$ cat src/ecp_pkg.sv
// Shared constants for the event counter and pulse width timer.
package ecp_pkg;

    // Operating modes held in the mode select pair.
    typedef enum logic [1:0] {
        ECP_MODE_IDLE  = 2'b00,
        ECP_MODE_EVENT = 2'b01,
        ECP_MODE_TIMER = 2'b10,
        ECP_MODE_PULSE = 2'b11
    } ecp_mode_t;

    // Pulse width measurement sequencer states.
    typedef enum logic [1:0] {
        ECP_PW_IDLE    = 2'b00,
        ECP_PW_ARMED   = 2'b01,
        ECP_PW_MEASURE = 2'b10
    } ecp_pw_state_t;

    // Register byte offsets on the bus.
    localparam logic [7:0] ECP_OFS_CTRL    = 8'h00;
    localparam logic [7:0] ECP_OFS_PRELOAD = 8'h04;
    localparam logic [7:0] ECP_OFS_COUNT   = 8'h08;
    localparam logic [7:0] ECP_OFS_STATUS  = 8'h0C;
    localparam logic [7:0] ECP_OFS_MASK    = 8'h10;

    // Control register field positions.
    localparam int ECP_CTRL_MODE_HI  = 7;
    localparam int ECP_CTRL_MODE_LO  = 6;
    localparam int ECP_CTRL_RUN      = 4;
    localparam int ECP_CTRL_EDGE     = 3;
    localparam int ECP_CTRL_PSC_HI   = 2;
    localparam int ECP_CTRL_PSC_LO   = 0;

    // Writable control bits; bit 5 is unused and reads as zero.
    localparam logic [7:0] ECP_CTRL_WMASK = 8'hDF;
    localparam logic [7:0] ECP_CTRL_RESET = 8'h00;

    // Interrupt status and mask bit positions.
    localparam int ECP_IRQ_OVF  = 0;
    localparam int ECP_IRQ_WAKE = 1;
    localparam int ECP_IRQ_W    = 2;

    // Prescaler: ratio code width and longest divide stage count.
    localparam int ECP_PSC_SEL_W = 3;
    localparam int ECP_PSC_CNT_W = 7;

endpackage

$ cat src/ecp_pin_sync.sv
// Two-stage synchroniser and edge detector for the shared count input pin.
`timescale 1ns/1ps
module ecp_pin_sync (
    input  wire logic clk,
    input  wire logic srst,
    input  wire logic pin_in,
    output logic      pin_level,
    output logic      pin_rise,
    output logic      pin_fall
);
    logic meta_ff;
    logic sync_ff;
    logic prev_ff;

    // The first stage feeds only the second stage.
    always_ff @(posedge clk) begin
        if (srst) begin
            meta_ff <= 1'b0;
            sync_ff <= 1'b0;
            prev_ff <= 1'b0;
        end else begin
            meta_ff <= pin_in;
            sync_ff <= meta_ff;
            prev_ff <= sync_ff;
        end
    end

    assign pin_level = sync_ff;
    assign pin_rise  = sync_ff & ~prev_ff;
    assign pin_fall  = ~sync_ff & prev_ff;
endmodule

$ cat src/ecp_prescaler.sv
// Power-of-two prescaler that yields one tick every 2^sel clocks.
`timescale 1ns/1ps
module ecp_prescaler #(
    parameter int SEL_W = ecp_pkg::ECP_PSC_SEL_W,
    parameter int CNT_W = ecp_pkg::ECP_PSC_CNT_W
) (
    input  wire logic             clk,
    input  wire logic             srst,
    input  wire logic             run,
    input  wire logic [SEL_W-1:0] sel,
    output logic                  tick
);
    logic [CNT_W-1:0] div_ff;
    logic [CNT_W-1:0] sel_mask;

    // Ratio code n gives a mask of n low ones: tick when those bits are all set.
    always_comb begin
        sel_mask = '0;
        for (int i = 0; i < CNT_W; i++) begin
            sel_mask[i] = (i < int'(sel));
        end
    end

    // Held at zero while stopped so every run starts with a full period.
    always_ff @(posedge clk) begin
        if (srst || !run) begin
            div_ff <= '0;
        end else begin
            div_ff <= div_ff + 1'b1;
        end
    end

    assign tick = run && ((div_ff & sel_mask) == sel_mask);
endmodule

$ cat src/ecp_timer.sv
// Event counter and single-shot pulse width timer with Wishbone registers.
//
// Operation
// - Event mode counts pin transitions, no prescaler.
// - Counter runs only when run bit 4 set.
// - Edge bit 3: clear rising, set falling.
// - Overflow raises interrupt, reloads preload, continues.
// - Interrupt enable zero suppresses overflow interrupt.
// - Event mode counts in power-down, overflow wakes.
// - Mode 11 is prescaled pulse width measurement.
// - Bits 0-2 choose prescale 1:1 to 1:128.
// - Pulse mode: enable arms, active edge starts.
// - Edge clear: fall starts, rise stops, clears enable.
// - Edge set: rise starts, fall stops, clears enable.
// - After measurement, edges ignored until rearmed.
// - Hardware clears enable only in pulse mode.
// - Counter holds residual value after measurement.
// - Pulse mode starts and stops on edges only.
// - Mode 10 is prescaled timer mode.
// - Preload loads counter when stopped, else at overflow.
//
// Added by the designer: the Wishbone slave port and the register offsets.
`timescale 1ns/1ps
module ecp_timer #(
    parameter int CNT_W = 8
) (
    input  wire logic        clk,
    input  wire logic        srst,
    input  wire logic        wb_cyc_i,
    input  wire logic        wb_stb_i,
    input  wire logic        wb_we_i,
    input  wire logic [7:0]  wb_adr_i,
    input  wire logic [3:0]  wb_sel_i,
    input  wire logic [31:0] wb_dat_i,
    output logic      [31:0] wb_dat_o,
    output logic             wb_ack_o,
    input  wire logic        shared_count_input_pin,
    input  wire logic        power_down,
    output logic             pin_as_timer_input,
    output logic             wake_req,
    output logic             irq
);
    // Control register and its decoded fields.
    logic [7:0]              ctrl_ff;
    logic [7:0]              nxt_ctrl;
    ecp_pkg::ecp_mode_t      mode;
    logic                    run_enable_bit;
    logic                    active_edge_select;
    logic [2:0]              prescale_rate_sel;

    // Count and preload.
    logic [CNT_W-1:0]        count_ff;
    logic [CNT_W-1:0]        preload_ff;

    // Interrupt status and mask.
    logic [ecp_pkg::ECP_IRQ_W-1:0] status_ff;
    logic [ecp_pkg::ECP_IRQ_W-1:0] mask_ff;

    // Bus handshake.
    logic                    ack_ff;
    logic [31:0]             rdata_ff;
    logic                    bus_req;
    logic                    wr_lane0;
    logic                    wr_ctrl;
    logic                    wr_preload;
    logic                    wr_status;
    logic                    wr_mask;

    // Pin and prescaler.
    logic                    pin_rise;
    logic                    pin_fall;
    logic                    psc_run;
    logic                    psc_tick;

    // Pulse sequencer.
    ecp_pkg::ecp_pw_state_t  pw_state_ff;
    ecp_pkg::ecp_pw_state_t  nxt_pw_state;
    logic                    pw_start_edge;
    logic                    pw_stop_edge;
    logic                    pw_done;

    // Counting.
    logic                    cnt_tick;
    logic                    at_full;
    logic                    overflow;
    logic                    wake_evt;

    // ------------------------------------------------------------------
    // Field decode.
    // ------------------------------------------------------------------
    assign mode = ecp_pkg::ecp_mode_t'(
        {ctrl_ff[ecp_pkg::ECP_CTRL_MODE_HI],
         ctrl_ff[ecp_pkg::ECP_CTRL_MODE_LO]});
    assign run_enable_bit     = ctrl_ff[ecp_pkg::ECP_CTRL_RUN];
    assign active_edge_select = ctrl_ff[ecp_pkg::ECP_CTRL_EDGE];
    assign prescale_rate_sel  =
        ctrl_ff[ecp_pkg::ECP_CTRL_PSC_HI:ecp_pkg::ECP_CTRL_PSC_LO];

    // The port logic outside uses this to hand the pin to the timer;
    // software must still set the pin direction to input.
    assign pin_as_timer_input = (mode == ecp_pkg::ECP_MODE_EVENT) ||
                                (mode == ecp_pkg::ECP_MODE_PULSE);

    // ------------------------------------------------------------------
    // Bus decode. Every access, mapped or not, is acked one cycle later.
    // ------------------------------------------------------------------
    assign bus_req    = wb_cyc_i && wb_stb_i && !ack_ff;
    assign wr_lane0   = bus_req && wb_we_i && wb_sel_i[0];
    assign wr_ctrl    = wr_lane0 && (wb_adr_i == ecp_pkg::ECP_OFS_CTRL);
    assign wr_preload = wr_lane0 && (wb_adr_i == ecp_pkg::ECP_OFS_PRELOAD);
    assign wr_status  = wr_lane0 && (wb_adr_i == ecp_pkg::ECP_OFS_STATUS);
    assign wr_mask    = wr_lane0 && (wb_adr_i == ecp_pkg::ECP_OFS_MASK);

    always_ff @(posedge clk) begin
        if (srst) begin
            ack_ff <= 1'b0;
        end else begin
            ack_ff <= bus_req;
        end
    end

    always_ff @(posedge clk) begin
        if (srst) begin
            rdata_ff <= 32'h0000_0000;
        end else if (bus_req && !wb_we_i) begin
            case (wb_adr_i)
                ecp_pkg::ECP_OFS_CTRL: begin
                    rdata_ff <= {24'h00_0000, ctrl_ff};
                end
                ecp_pkg::ECP_OFS_PRELOAD: begin
                    rdata_ff <= 32'(preload_ff);
                end
                ecp_pkg::ECP_OFS_COUNT: begin
                    rdata_ff <= 32'(count_ff);
                end
                ecp_pkg::ECP_OFS_STATUS: begin
                    rdata_ff <= 32'(status_ff);
                end
                ecp_pkg::ECP_OFS_MASK: begin
                    rdata_ff <= 32'(mask_ff);
                end
                default: begin
                    rdata_ff <= 32'h0000_0000;
                end
            endcase
        end
    end

    assign wb_ack_o = ack_ff;
    assign wb_dat_o = rdata_ff;

    // ------------------------------------------------------------------
    // Pin synchroniser and prescaler.
    // ------------------------------------------------------------------
    ecp_pin_sync u_pin_sync (
        .clk       (clk),
        .srst      (srst),
        .pin_in    (shared_count_input_pin),
        // Only the edges drive counting; the level itself is not needed.
        .pin_level (),
        .pin_rise  (pin_rise),
        .pin_fall  (pin_fall)
    );

    // The system clock is stopped in power-down, so the prescaled
    // modes freeze there; only event mode keeps counting.
    assign psc_run =
        !power_down &&
        (((mode == ecp_pkg::ECP_MODE_TIMER) && run_enable_bit) ||
         (pw_state_ff == ecp_pkg::ECP_PW_MEASURE));

    ecp_prescaler #(
        .SEL_W (ecp_pkg::ECP_PSC_SEL_W),
        .CNT_W (ecp_pkg::ECP_PSC_CNT_W)
    ) u_prescaler (
        .clk  (clk),
        .srst (srst),
        .run  (psc_run),
        .sel  (prescale_rate_sel),
        .tick (psc_tick)
    );

    // ------------------------------------------------------------------
    // Pulse width sequencer.
    // ------------------------------------------------------------------
    // Only a pin transition starts a measurement: a pin already at the active
    // level when armed does not start a measurement.
    assign pw_start_edge = active_edge_select ? pin_rise : pin_fall;
    assign pw_stop_edge  = active_edge_select ? pin_fall : pin_rise;

    always_comb begin
        nxt_pw_state = pw_state_ff;
        pw_done      = 1'b0;
        case (pw_state_ff)
            ecp_pkg::ECP_PW_IDLE: begin
                // Arming only; no counting yet.
                if ((mode == ecp_pkg::ECP_MODE_PULSE) && run_enable_bit) begin
                    nxt_pw_state = ecp_pkg::ECP_PW_ARMED;
                end
            end
            ecp_pkg::ECP_PW_ARMED: begin
                if ((mode != ecp_pkg::ECP_MODE_PULSE) || !run_enable_bit) begin
                    nxt_pw_state = ecp_pkg::ECP_PW_IDLE;
                end else if (pw_start_edge) begin
                    nxt_pw_state = ecp_pkg::ECP_PW_MEASURE;
                end
            end
            ecp_pkg::ECP_PW_MEASURE: begin
                if ((mode != ecp_pkg::ECP_MODE_PULSE) || !run_enable_bit) begin
                    nxt_pw_state = ecp_pkg::ECP_PW_IDLE;
                end else if (pw_stop_edge) begin
                    // Back to idle with the enable cleared, so further
                    // edges are ignored until software rearms.
                    nxt_pw_state = ecp_pkg::ECP_PW_IDLE;
                    pw_done      = 1'b1;
                end
            end
            default: begin
                nxt_pw_state = ecp_pkg::ECP_PW_IDLE;
            end
        endcase
    end

    always_ff @(posedge clk) begin
        if (srst) begin
            pw_state_ff <= ecp_pkg::ECP_PW_IDLE;
        end else begin
            pw_state_ff <= nxt_pw_state;
        end
    end

    // ------------------------------------------------------------------
    // Control register. A software write in the same cycle as the
    // hardware clear wins, so a rearm is never lost.
    // ------------------------------------------------------------------
    always_comb begin
        nxt_ctrl = ctrl_ff;
        if (pw_done && (mode == ecp_pkg::ECP_MODE_PULSE)) begin
            // Hardware clears the enable only here.
            nxt_ctrl[ecp_pkg::ECP_CTRL_RUN] = 1'b0;
        end
        if (wr_ctrl) begin
            nxt_ctrl = wb_dat_i[7:0] & ecp_pkg::ECP_CTRL_WMASK;
        end
    end

    always_ff @(posedge clk) begin
        if (srst) begin
            ctrl_ff <= ecp_pkg::ECP_CTRL_RESET;
        end else begin
            ctrl_ff <= nxt_ctrl;
        end
    end

    // ------------------------------------------------------------------
    // Count source selection.
    // ------------------------------------------------------------------
    always_comb begin
        cnt_tick = 1'b0;
        case (mode)
            ecp_pkg::ECP_MODE_EVENT: begin
                // Pin edges count directly, also in power-down.
                cnt_tick = run_enable_bit &&
                           (active_edge_select ? pin_fall : pin_rise);
            end
            ecp_pkg::ECP_MODE_TIMER: begin
                cnt_tick = run_enable_bit && psc_tick;
            end
            ecp_pkg::ECP_MODE_PULSE: begin
                cnt_tick = (pw_state_ff == ecp_pkg::ECP_PW_MEASURE) &&
                           run_enable_bit && psc_tick;
            end
            default: begin
                cnt_tick = 1'b0;
            end
        endcase
    end

    assign at_full  = (count_ff == {CNT_W{1'b1}});
    assign overflow = cnt_tick && at_full;
    assign wake_evt = overflow && power_down;

    // ------------------------------------------------------------------
    // Preload and counter.
    // ------------------------------------------------------------------
    always_ff @(posedge clk) begin
        if (srst) begin
            preload_ff <= '0;
        end else if (wr_preload) begin
            preload_ff <= wb_dat_i[CNT_W-1:0];
        end
    end

    // No tick reaches the counter when stopped, so the residual value of
    // a finished measurement stays readable.
    always_ff @(posedge clk) begin
        if (srst) begin
            count_ff <= '0;
        end else if (wr_preload && !run_enable_bit) begin
            count_ff <= wb_dat_i[CNT_W-1:0];
        end else if (overflow) begin
            count_ff <= preload_ff;
        end else if (cnt_tick) begin
            count_ff <= count_ff + 1'b1;
        end
    end

    // ------------------------------------------------------------------
    // Interrupt status, mask and wake-up.
    // ------------------------------------------------------------------
    // Write one to clear; a new event in the same cycle stays set.
    always_ff @(posedge clk) begin
        if (srst) begin
            status_ff <= '0;
        end else begin
            status_ff[ecp_pkg::ECP_IRQ_OVF] <= overflow ||
                (status_ff[ecp_pkg::ECP_IRQ_OVF] &&
                 !(wr_status && wb_dat_i[ecp_pkg::ECP_IRQ_OVF]));
            status_ff[ecp_pkg::ECP_IRQ_WAKE] <= wake_evt ||
                (status_ff[ecp_pkg::ECP_IRQ_WAKE] &&
                 !(wr_status && wb_dat_i[ecp_pkg::ECP_IRQ_WAKE]));
        end
    end

    // Mask bit 0 is the timer interrupt enable.
    always_ff @(posedge clk) begin
        if (srst) begin
            mask_ff <= '0;
        end else if (wr_mask) begin
            mask_ff <= wb_dat_i[ecp_pkg::ECP_IRQ_W-1:0];
        end
    end

    assign irq = |(status_ff & mask_ff);

    // The wake request ignores the mask, as a sleeping core must wake on
    // any overflow it was left counting toward.
    always_ff @(posedge clk) begin
        if (srst) begin
            wake_req <= 1'b0;
        end else begin
            wake_req <= wake_evt;
        end
    end

endmodule

$ cat config.mk
export PLATFORM = sky130hd
export DESIGN_NAME = ecp_timer
export DESIGN_NICKNAME = d
export VERILOG_FILES = /design/src/ecp_pkg.sv /design/src/ecp_pin_sync.sv /design/src/ecp_prescaler.sv /design/src/ecp_timer.sv
export SDC_FILE = /design/constraint.sdc
export NUM_CORES = 1
export LEC_CHECK = 0
export ABC_AREA = 1
export BUFFER_PORTS_ARGS = -buffer_cell sky130_fd_sc_hd__buf_2
export CELL_PAD_IN_SITES_DETAIL_PLACEMENT = 2
export CELL_PAD_IN_SITES_GLOBAL_PLACEMENT = 2
export CORE_MARGIN = 8
export CORE_UTILIZATION = 27
export DETAILED_ROUTE_END_ITERATION = 12
export PLACE_DENSITY_LB_ADDON = 0.1
export REMOVE_ABC_BUFFERS = 1
export SLEW_MARGIN = 5
export SYNTH_ARGS = -nofsm -noshare
export SYNTH_HDL_FRONTEND = slang
export SYNTH_HIERARCHICAL = 1
export SYNTH_SLANG_ARGS = --single-unit
$ cat constraint.sdc
create_clock -name clk -period 2.6 [get_ports clk]
set_clock_uncertainty 0.15 [all_clocks]
set_input_delay 0 -clock clk [delete_from_list [all_inputs] [get_ports clk]]
set_output_delay 0 -clock clk [all_outputs]
set_load 0.05 [all_outputs]
* Yosys cells after proc, flatten, opt, wreduce, memory -nomap -nowiden *
Index checks and enable logic that the tools add are counted.
W data, S select, Z words.

operators by class
  reductions and logical operators = 44
  magnitude comparators = 7
  add/subtract/negate cells = 2
  multiplexer cells = 18
  equality and inequality tests = 15
  shift operators = 0
  divide/modulo/power cells = 0
  $mul = 0
  bitwise logic cells = 6

operators by type and width
  operator               number
  $pmux W8 S5            1
  $logic_and A1 B1 Y1    25
  $mux W8                3
  $eq A8 B4 Y1 const B   2
  $mux W2                5
  $lt A3 B3 Y1 const A   3
  $add A8 B1 Y8 const B  1
  $eq A8 B3 Y1 const B   1
  $eq A8 B5 Y1 const B   1
  $eq A8 B8 Y1 const B   1
  $logic_not A8 Y1       1
  $add A7 B1 Y7 const B  1
  $and A7 B7 Y7          1
  $eq A7 B7 Y1           1
  $logic_not A1 Y1       7
  $eq A2 B2 Y1 const B   3
  $logic_or A1 B1 Y1     6
  $lt A1 B3 Y1 const A   2
  $lt A2 B3 Y1 const A   2
  $mux W1                6
  $pmux W2 S3            1
  $mux W5                1
  $eq A2 B1 Y1 const B   2
  $ne A2 B2 Y1 const B   2
  11 further kinds       13

storage, ports and cells
  RAM bits = 0
  output and inout port bits = 36
  latch bits = 0
  memory bits (read-only) = 0
  word-level logic and storage cells = 106
  register bits = 73
  memories kept = 0
  input bits = 51

* Logic depth before layout (Yosys ltp) *
  word-level depth = 10
  depth in mapped cells = 19
  gate-level depth less buffers = 19

* Hierarchy *
Netlist, hierarchy kept.

modules (own cells, without submodules)
  module         cells each  sequential area each (µm²)  instances  area each (µm²)
  ecp_timer      357         780.7                       1          2357.3
  ecp_prescaler  55          140.1                       1          354.1
  ecp_pin_sync   12          60.1                        1          93.8

* Worst setup path before layout *
Ideal clock, no wire load.

  path kind = flip-flop to flip-flop
  start = reg ctrl_ff[7]
  end = reg count_ff[6]
  clock period less this slack = 1.872 ns
  setup slack = 0.728 ns
  stages on the path, launching flop included = 18
  required time = 2.384 ns
  path buffers = 1
  setup time = 0.066 ns
  arrival time = 1.656 ns
  cell sequence = dfxtp_1 -> nand2_1 -> nor2_1 -> nor2_1 -> nor2_1 -> inv_1 -> a21oi_1 -> nand2_1 -> a21oi_1 -> inv_1 -> nor2_1 -> nand2_2 -> nand2_4 -> buf_6 -> nand3_1 -> a21oi_1 -> nor2_1 -> nor2_1

between the ends
  longest elaborated chain between the ends = 10
  elaborated cells on any way between the ends = 14
  those cells by class = eq/ne: 3; mux: 3; reduce/logical: 8

ends and longest elaborated chain
  what                                    line                                source
  start, declared                         ecp_timer.sv:44                     logic [7:0] ctrl_ff;
  start signal, assigned                  ecp_timer.sv:249                    ctrl_ff <= ecp_pkg::ECP_CTRL_RESET;
  start signal, assigned                  ecp_timer.sv:251                    ctrl_ff <= nxt_ctrl;
  $eq A2 B2 Y1 (*)                        ecp_timer.sv:169                    (((mode == ecp_pkg::ECP_MODE_TIMER) && run_enable_bit) ||
  $logic_and A1 B1 Y1 (*)                 ecp_timer.sv:169
  $logic_or A1 B1 Y1 (*)                  ecp_timer.sv:169
  $logic_and A1 B1 Y1 (*)                 ecp_timer.sv:168                    !power_down &&
  via psc_run                             ecp_timer.sv:72                     logic psc_run;
  $logic_and A1 B1 Y1 (*)                 ecp_prescaler.sv:33                 assign tick = run && ((div_ff & sel_mask) == sel_mask);
  via psc_tick                            ecp_timer.sv:73                     logic psc_tick;
  $logic_and A1 B1 Y1 (on tied branches)  ecp_timer.sv:271, ecp_timer.sv:267
  $pmux W1 S3 (*)                         ecp_timer.sv:260                    case (mode)
  $logic_and A1 B1 Y1                     ecp_timer.sv:280                    assign overflow = cnt_tick && at_full;
  $mux W8                                 ecp_timer.sv:301                    end else if (overflow) begin
  $mux W8                                 ecp_timer.sv:299                    end else if (wr_preload && !run_enable_bit) begin
  end signal, assigned                    ecp_timer.sv:300                    count_ff <= wb_dat_i[CNT_W-1:0];
  end signal, assigned                    ecp_timer.sv:302                    count_ff <= preload_ff;
  end signal, assigned                    ecp_timer.sv:304                    count_ff <= count_ff + 1'b1;
  end, declared                           ecp_timer.sv:52                     logic [CNT_W-1:0] count_ff;

The timed path passes the listed nets; every way through them passes the cells marked *.
A chain may end at the register's enable or synchronous reset.

* Final worst setup path *
  start = reg pw_state_ff[0]
  end = reg count_ff[3]

between the ends
  longest elaborated chain between the ends = 9
  elaborated cells on any way between the ends = 12
  those cells by class = eq/ne: 1; mux: 3; reduce/logical: 8

ends and longest elaborated chain
  what                                    line                                source
  start, declared                         ecp_timer.sv:76                     ecp_pkg::ecp_pw_state_t pw_state_ff;
  start signal, assigned                  ecp_timer.sv:226                    pw_state_ff <= ecp_pkg::ECP_PW_IDLE;
  start signal, assigned                  ecp_timer.sv:228                    pw_state_ff <= nxt_pw_state;
  $eq A2 B2 Y1 (*)                        ecp_timer.sv:170                    (pw_state_ff == ecp_pkg::ECP_PW_MEASURE));
  $logic_or A1 B1 Y1 (*)                  ecp_timer.sv:169
  $logic_and A1 B1 Y1 (*)                 ecp_timer.sv:168
  via psc_run                             ecp_timer.sv:72
  $logic_and A1 B1 Y1 (*)                 ecp_prescaler.sv:33
  via psc_tick                            ecp_timer.sv:73
  $logic_and A1 B1 Y1 (on tied branches)  ecp_timer.sv:271, ecp_timer.sv:267
  $pmux W1 S3 (*)                         ecp_timer.sv:260
  $logic_and A1 B1 Y1                     ecp_timer.sv:280
  $mux W8                                 ecp_timer.sv:301
  $mux W8                                 ecp_timer.sv:299

Marks and branches as above.

==> results.md <==
- Status: completed
- Syn Inst Count: 424
- Synth cell count leaders: 101 x nand2_1, 58 x nor2_1, 49 x dfxtp_1
- Total Neg Setup Slack: 0 ns
- Largest net degree at the start of global routing: 26
- Pint: 1.11 mW
- Initial core utilization: 0.275
- Vias post-DR: 2789
- Leakage: 1.43 nW
- DR iter-0 viols: 77
- Ranking of synthesized cells by area: dfxtp_1 35%, nand2_1 14%, nor2_1 7.8%
- FF+latch count, synth: 49
- GRT Residual Overflow: 0
- Final wirelength: 9360 µm
- Clock sinks: 49
- Core Area: 10200 µm²
- Slowest stage delay, CP: 0.33 ns
- Cell Area, Placed: 3050 µm²
- Initial antenna violation count: 0
- HPWL Detailed: 7280 µm
- Worst path required time: 2.71 ns
- Drc violations: 0
- Final instance area: 3330 µm²
- Routability cong.: 0.745
- Sequential fraction of the synthesis area: 0.350
- Die height: 118 µm
- CP arrival: 2.37 ns
- Sw Share: 0.278
- IO buf count: 35
- Vias in the first global route: 3073
- Clock slew at reported path FFs: 0.10 ns
- First-pass GRT wire length: 15700 µm
- Post-synth EDFFs: 0
- Vias/cell: 4.54
- Syn_area_per_cell: 6.62 µm²
- Max cap viols: 0
- Fin nets: 530
- GR Util All Layers: 0.137
- Fin crit share: 0.871
- CP top delay family: simple AND/OR/NAND/NOR gates
- Layout cells sized above 1: 0.155
- RSZ-0062 raised after global routing: false
- Die area: 13900 µm²
- Critical path endpoint category: register
- Fin util: 0.327
- Mapped Area: 2810 µm²
- Clock power share: 0.391
- Post-CTS Setup Bufs: 0
- Post-DRT Antenna Nets: 0
- Synth top area share: 0.350
- Switching Power: 0.428 mW
- Io pins: 87
- Setup-failing EPs final: 0
- Primary FF master, synth: dfxtp_1
- Buf+Inv Stages, Crit Path: 5
- Synth cell types: 32
- Crit start category: register
- DRT Pass-1 Iters: 4
- Final hold viol count: 0
- Worst Path Max Fanout: 17
- Clock Path Buffers: 2
- Top-count cell post-synth: nand2_1
- Combinational power share: 0.117
- Sequential share of power: 0.492
- Worst-Margin Slew: 0.770 ns
- Max Freq: 0.441 GHz
- Final Critical Period: 2.27 ns
- Antenna cells: 0
- CP cell instances: inv_1 > nand2_1 > inv_1 > nor2_1 > nor2_1 > inv_1 > a21oi_1 > nand2_1 > a21oi_1 > inv_1 > nor2_1 > nand2_2 > nand2_8 > nand2_2 > nand2_1 > nand3_1 > nand3_1 > nand2_1 > inv_1
- Worst min path class: input pin to register
- Crit path max-delay cell type: dfxtp_1
- CTS tree: built
- Skew-Pair Late Insertion Delay: 0.31 ns
- CTS H-tree depth: 2
- Power density over cell area: 461 nW/µm²
- Filler cells: 1245
- Synth area leader: dfxtp_1
- Final Total Pwr: 1.54 mW
- Worst IR drop on VDD: 194 µV
- Worst R2R Setup Slack: 0.33 ns
- Most used cell, CP: inv_1
- Routed len/inst: 15.2 µm
- Row Count: 37
- Die W: 118 µm
- Layout area overhead: 18.7%
- Clock root buffer: clkbuf_8
- Ys async rst share: 0
- Warnings from Yosys: 6
- Final Max Tran Viols: 0
- Class of the most critical setup path: register to register
- CTS Buf Count: 5
- Relative slew slack: 0.486
layer usage:
layer  routed length (µm)  up-vias  global-route usage
li1                     -     1402                   -
met5                    0        -                   0
met1                 4410     1348               0.166
met2                 4680       35               0.249
met3                  210        4              0.0225
met4                   57        0              0.0264
kinds of logic after synthesis:
kind of cell | share of synthesized area
DFF | 0.350
and+or+nand+nor | 0.373
adders and majority gates | 0.00892
AOI/OAI and AO/OA | 0.112
other | 0.00134
xor gates and xnor gates | 0.00937
buffers and inverters | 0.146
final timing paths:
path	start	end	cells past startpoint
worst max-delay path	pw_state_ff[0]$_SDFFE_PP0P_	count_ff[3]$_SDFFE_PP0P_	19
worst min-delay path	wb_adr_i[2]	wb_dat_o[4]$_SDFFE_PP0P_	6
worst max register to register	pw_state_ff[0]$_SDFFE_PP0P_	count_ff[3]$_SDFFE_PP0P_	19
worst min register to register	u_pin_sync/meta_ff$_SDFF_PP0_	u_pin_sync/pin_level$_SDFF_PP0_	2
worst register-to-register path, stage by stage, from the launching register on:
cell and delay (ns):
dfxtp_1 0.33, inv_1 0.07, nand2_1 0.09, inv_1 0.09, nor2_1 0.06, nor2_1 0.08
inv_1 0.06, a21oi_1 0.11, nand2_1 0.06, a21oi_1 0.16, inv_1 0.07, nor2_1 0.13
nand2_2 0.11, nand2_8 0.13, nand2_2 0.14, nand2_1 0.11, nand3_1 0.08, nand3_1 0.08
nand2_1 0.05, inv_1 0.07
area by class of cell:
| class | instances | area, µm² | area share |
|---|---|---|---|
| Timing Repair Buffer | 54 | 355 | 0.107 |
| Clock inverter | 2 | 37.5 | 0.0113 |
| Inverter | 50 | 193 | 0.0579 |
| Clock buffer | 6 | 82.6 | 0.0248 |
| Sequential cell | 49 | 982 | 0.295 |
| Multi-Input combinational cell | 317 | 1510 | 0.453 |
| Tap cell | 136 | 170 | 0.0511 |
what timing repair did:
item / in CTS / in global routing
setup endpoints to repair: 0 / 4
resized for setup: 0 / 2
hold endpoints to repair: 33 / 0
hold buffers: 15 / 0
cells in the final DEF (no fill, tap or decap), types with 2 or more instances in the layout:
| master | instances |
|---|---|
| nor2_4 | 4 |
| dfxtp_1 | 48 |
| ha_1 | 2 |
| xnor2_1 | 2 |
| nand3_1 | 43 |
| buf_2 | 35 |
| nand2_1 | 101 |
| a21oi_1 | 24 |
| inv_1 | 46 |
| a21oi_2 | 3 |
| buf_4 | 4 |
| nor3_1 | 2 |
| dlygate4sd3_1 | 15 |
| nor2_2 | 4 |
| nand4_1 | 5 |
| conb_1 | 24 |
| nand3b_1 | 2 |
| clkbuf_8 | 6 |
| o21ai_0 | 27 |
| nand2_2 | 6 |
| nor2_1 | 58 |
| inv_2 | 3 |
stage by stage:
step	hold slack (ns)	setup slack (ns)	cells
6_report	0.0767	0.334	614
5_1_grt	0.106	0.0165	614
4_1_cts	0.0625	0.161	614
3_5_place_dp	0.0695	0.199	591
3_3_place_gp	0.0489	0.298	591
2_1_floorplan	-0.0876	0.570	416
power by group through the flow:
stage          Sequential (mW)  Combinational [mW]  Clock, mW
6_report                 0.756               0.180      0.601
5_1_grt                  0.757               0.194      0.650
4_1_cts                  0.756               0.181      0.626
3_5_place_dp             0.773               0.163          0
3_3_place_gp             0.773               0.160          0
2_1_floorplan            0.780               0.105          0
registers in the layout, indices dropped and copies added (netlist names):
| name | count |
|---|---|
| count_ff | 8 |
| preload_ff | 8 |
| wb_dat_o | 8 |
| ctrl_ff | 7 |
| u_prescaler/div_ff | 7 |
| mask_ff | 2 |
| pw_state_ff | 2 |
| status_ff | 2 |
| u_pin_sync/meta_ff | 1 |
| u_pin_sync/pin_level | 1 |
| u_pin_sync/prev_ff | 1 |
| wake_req | 1 |
| wb_ack_o | 1 |
(Power assumes the default switching activity.)
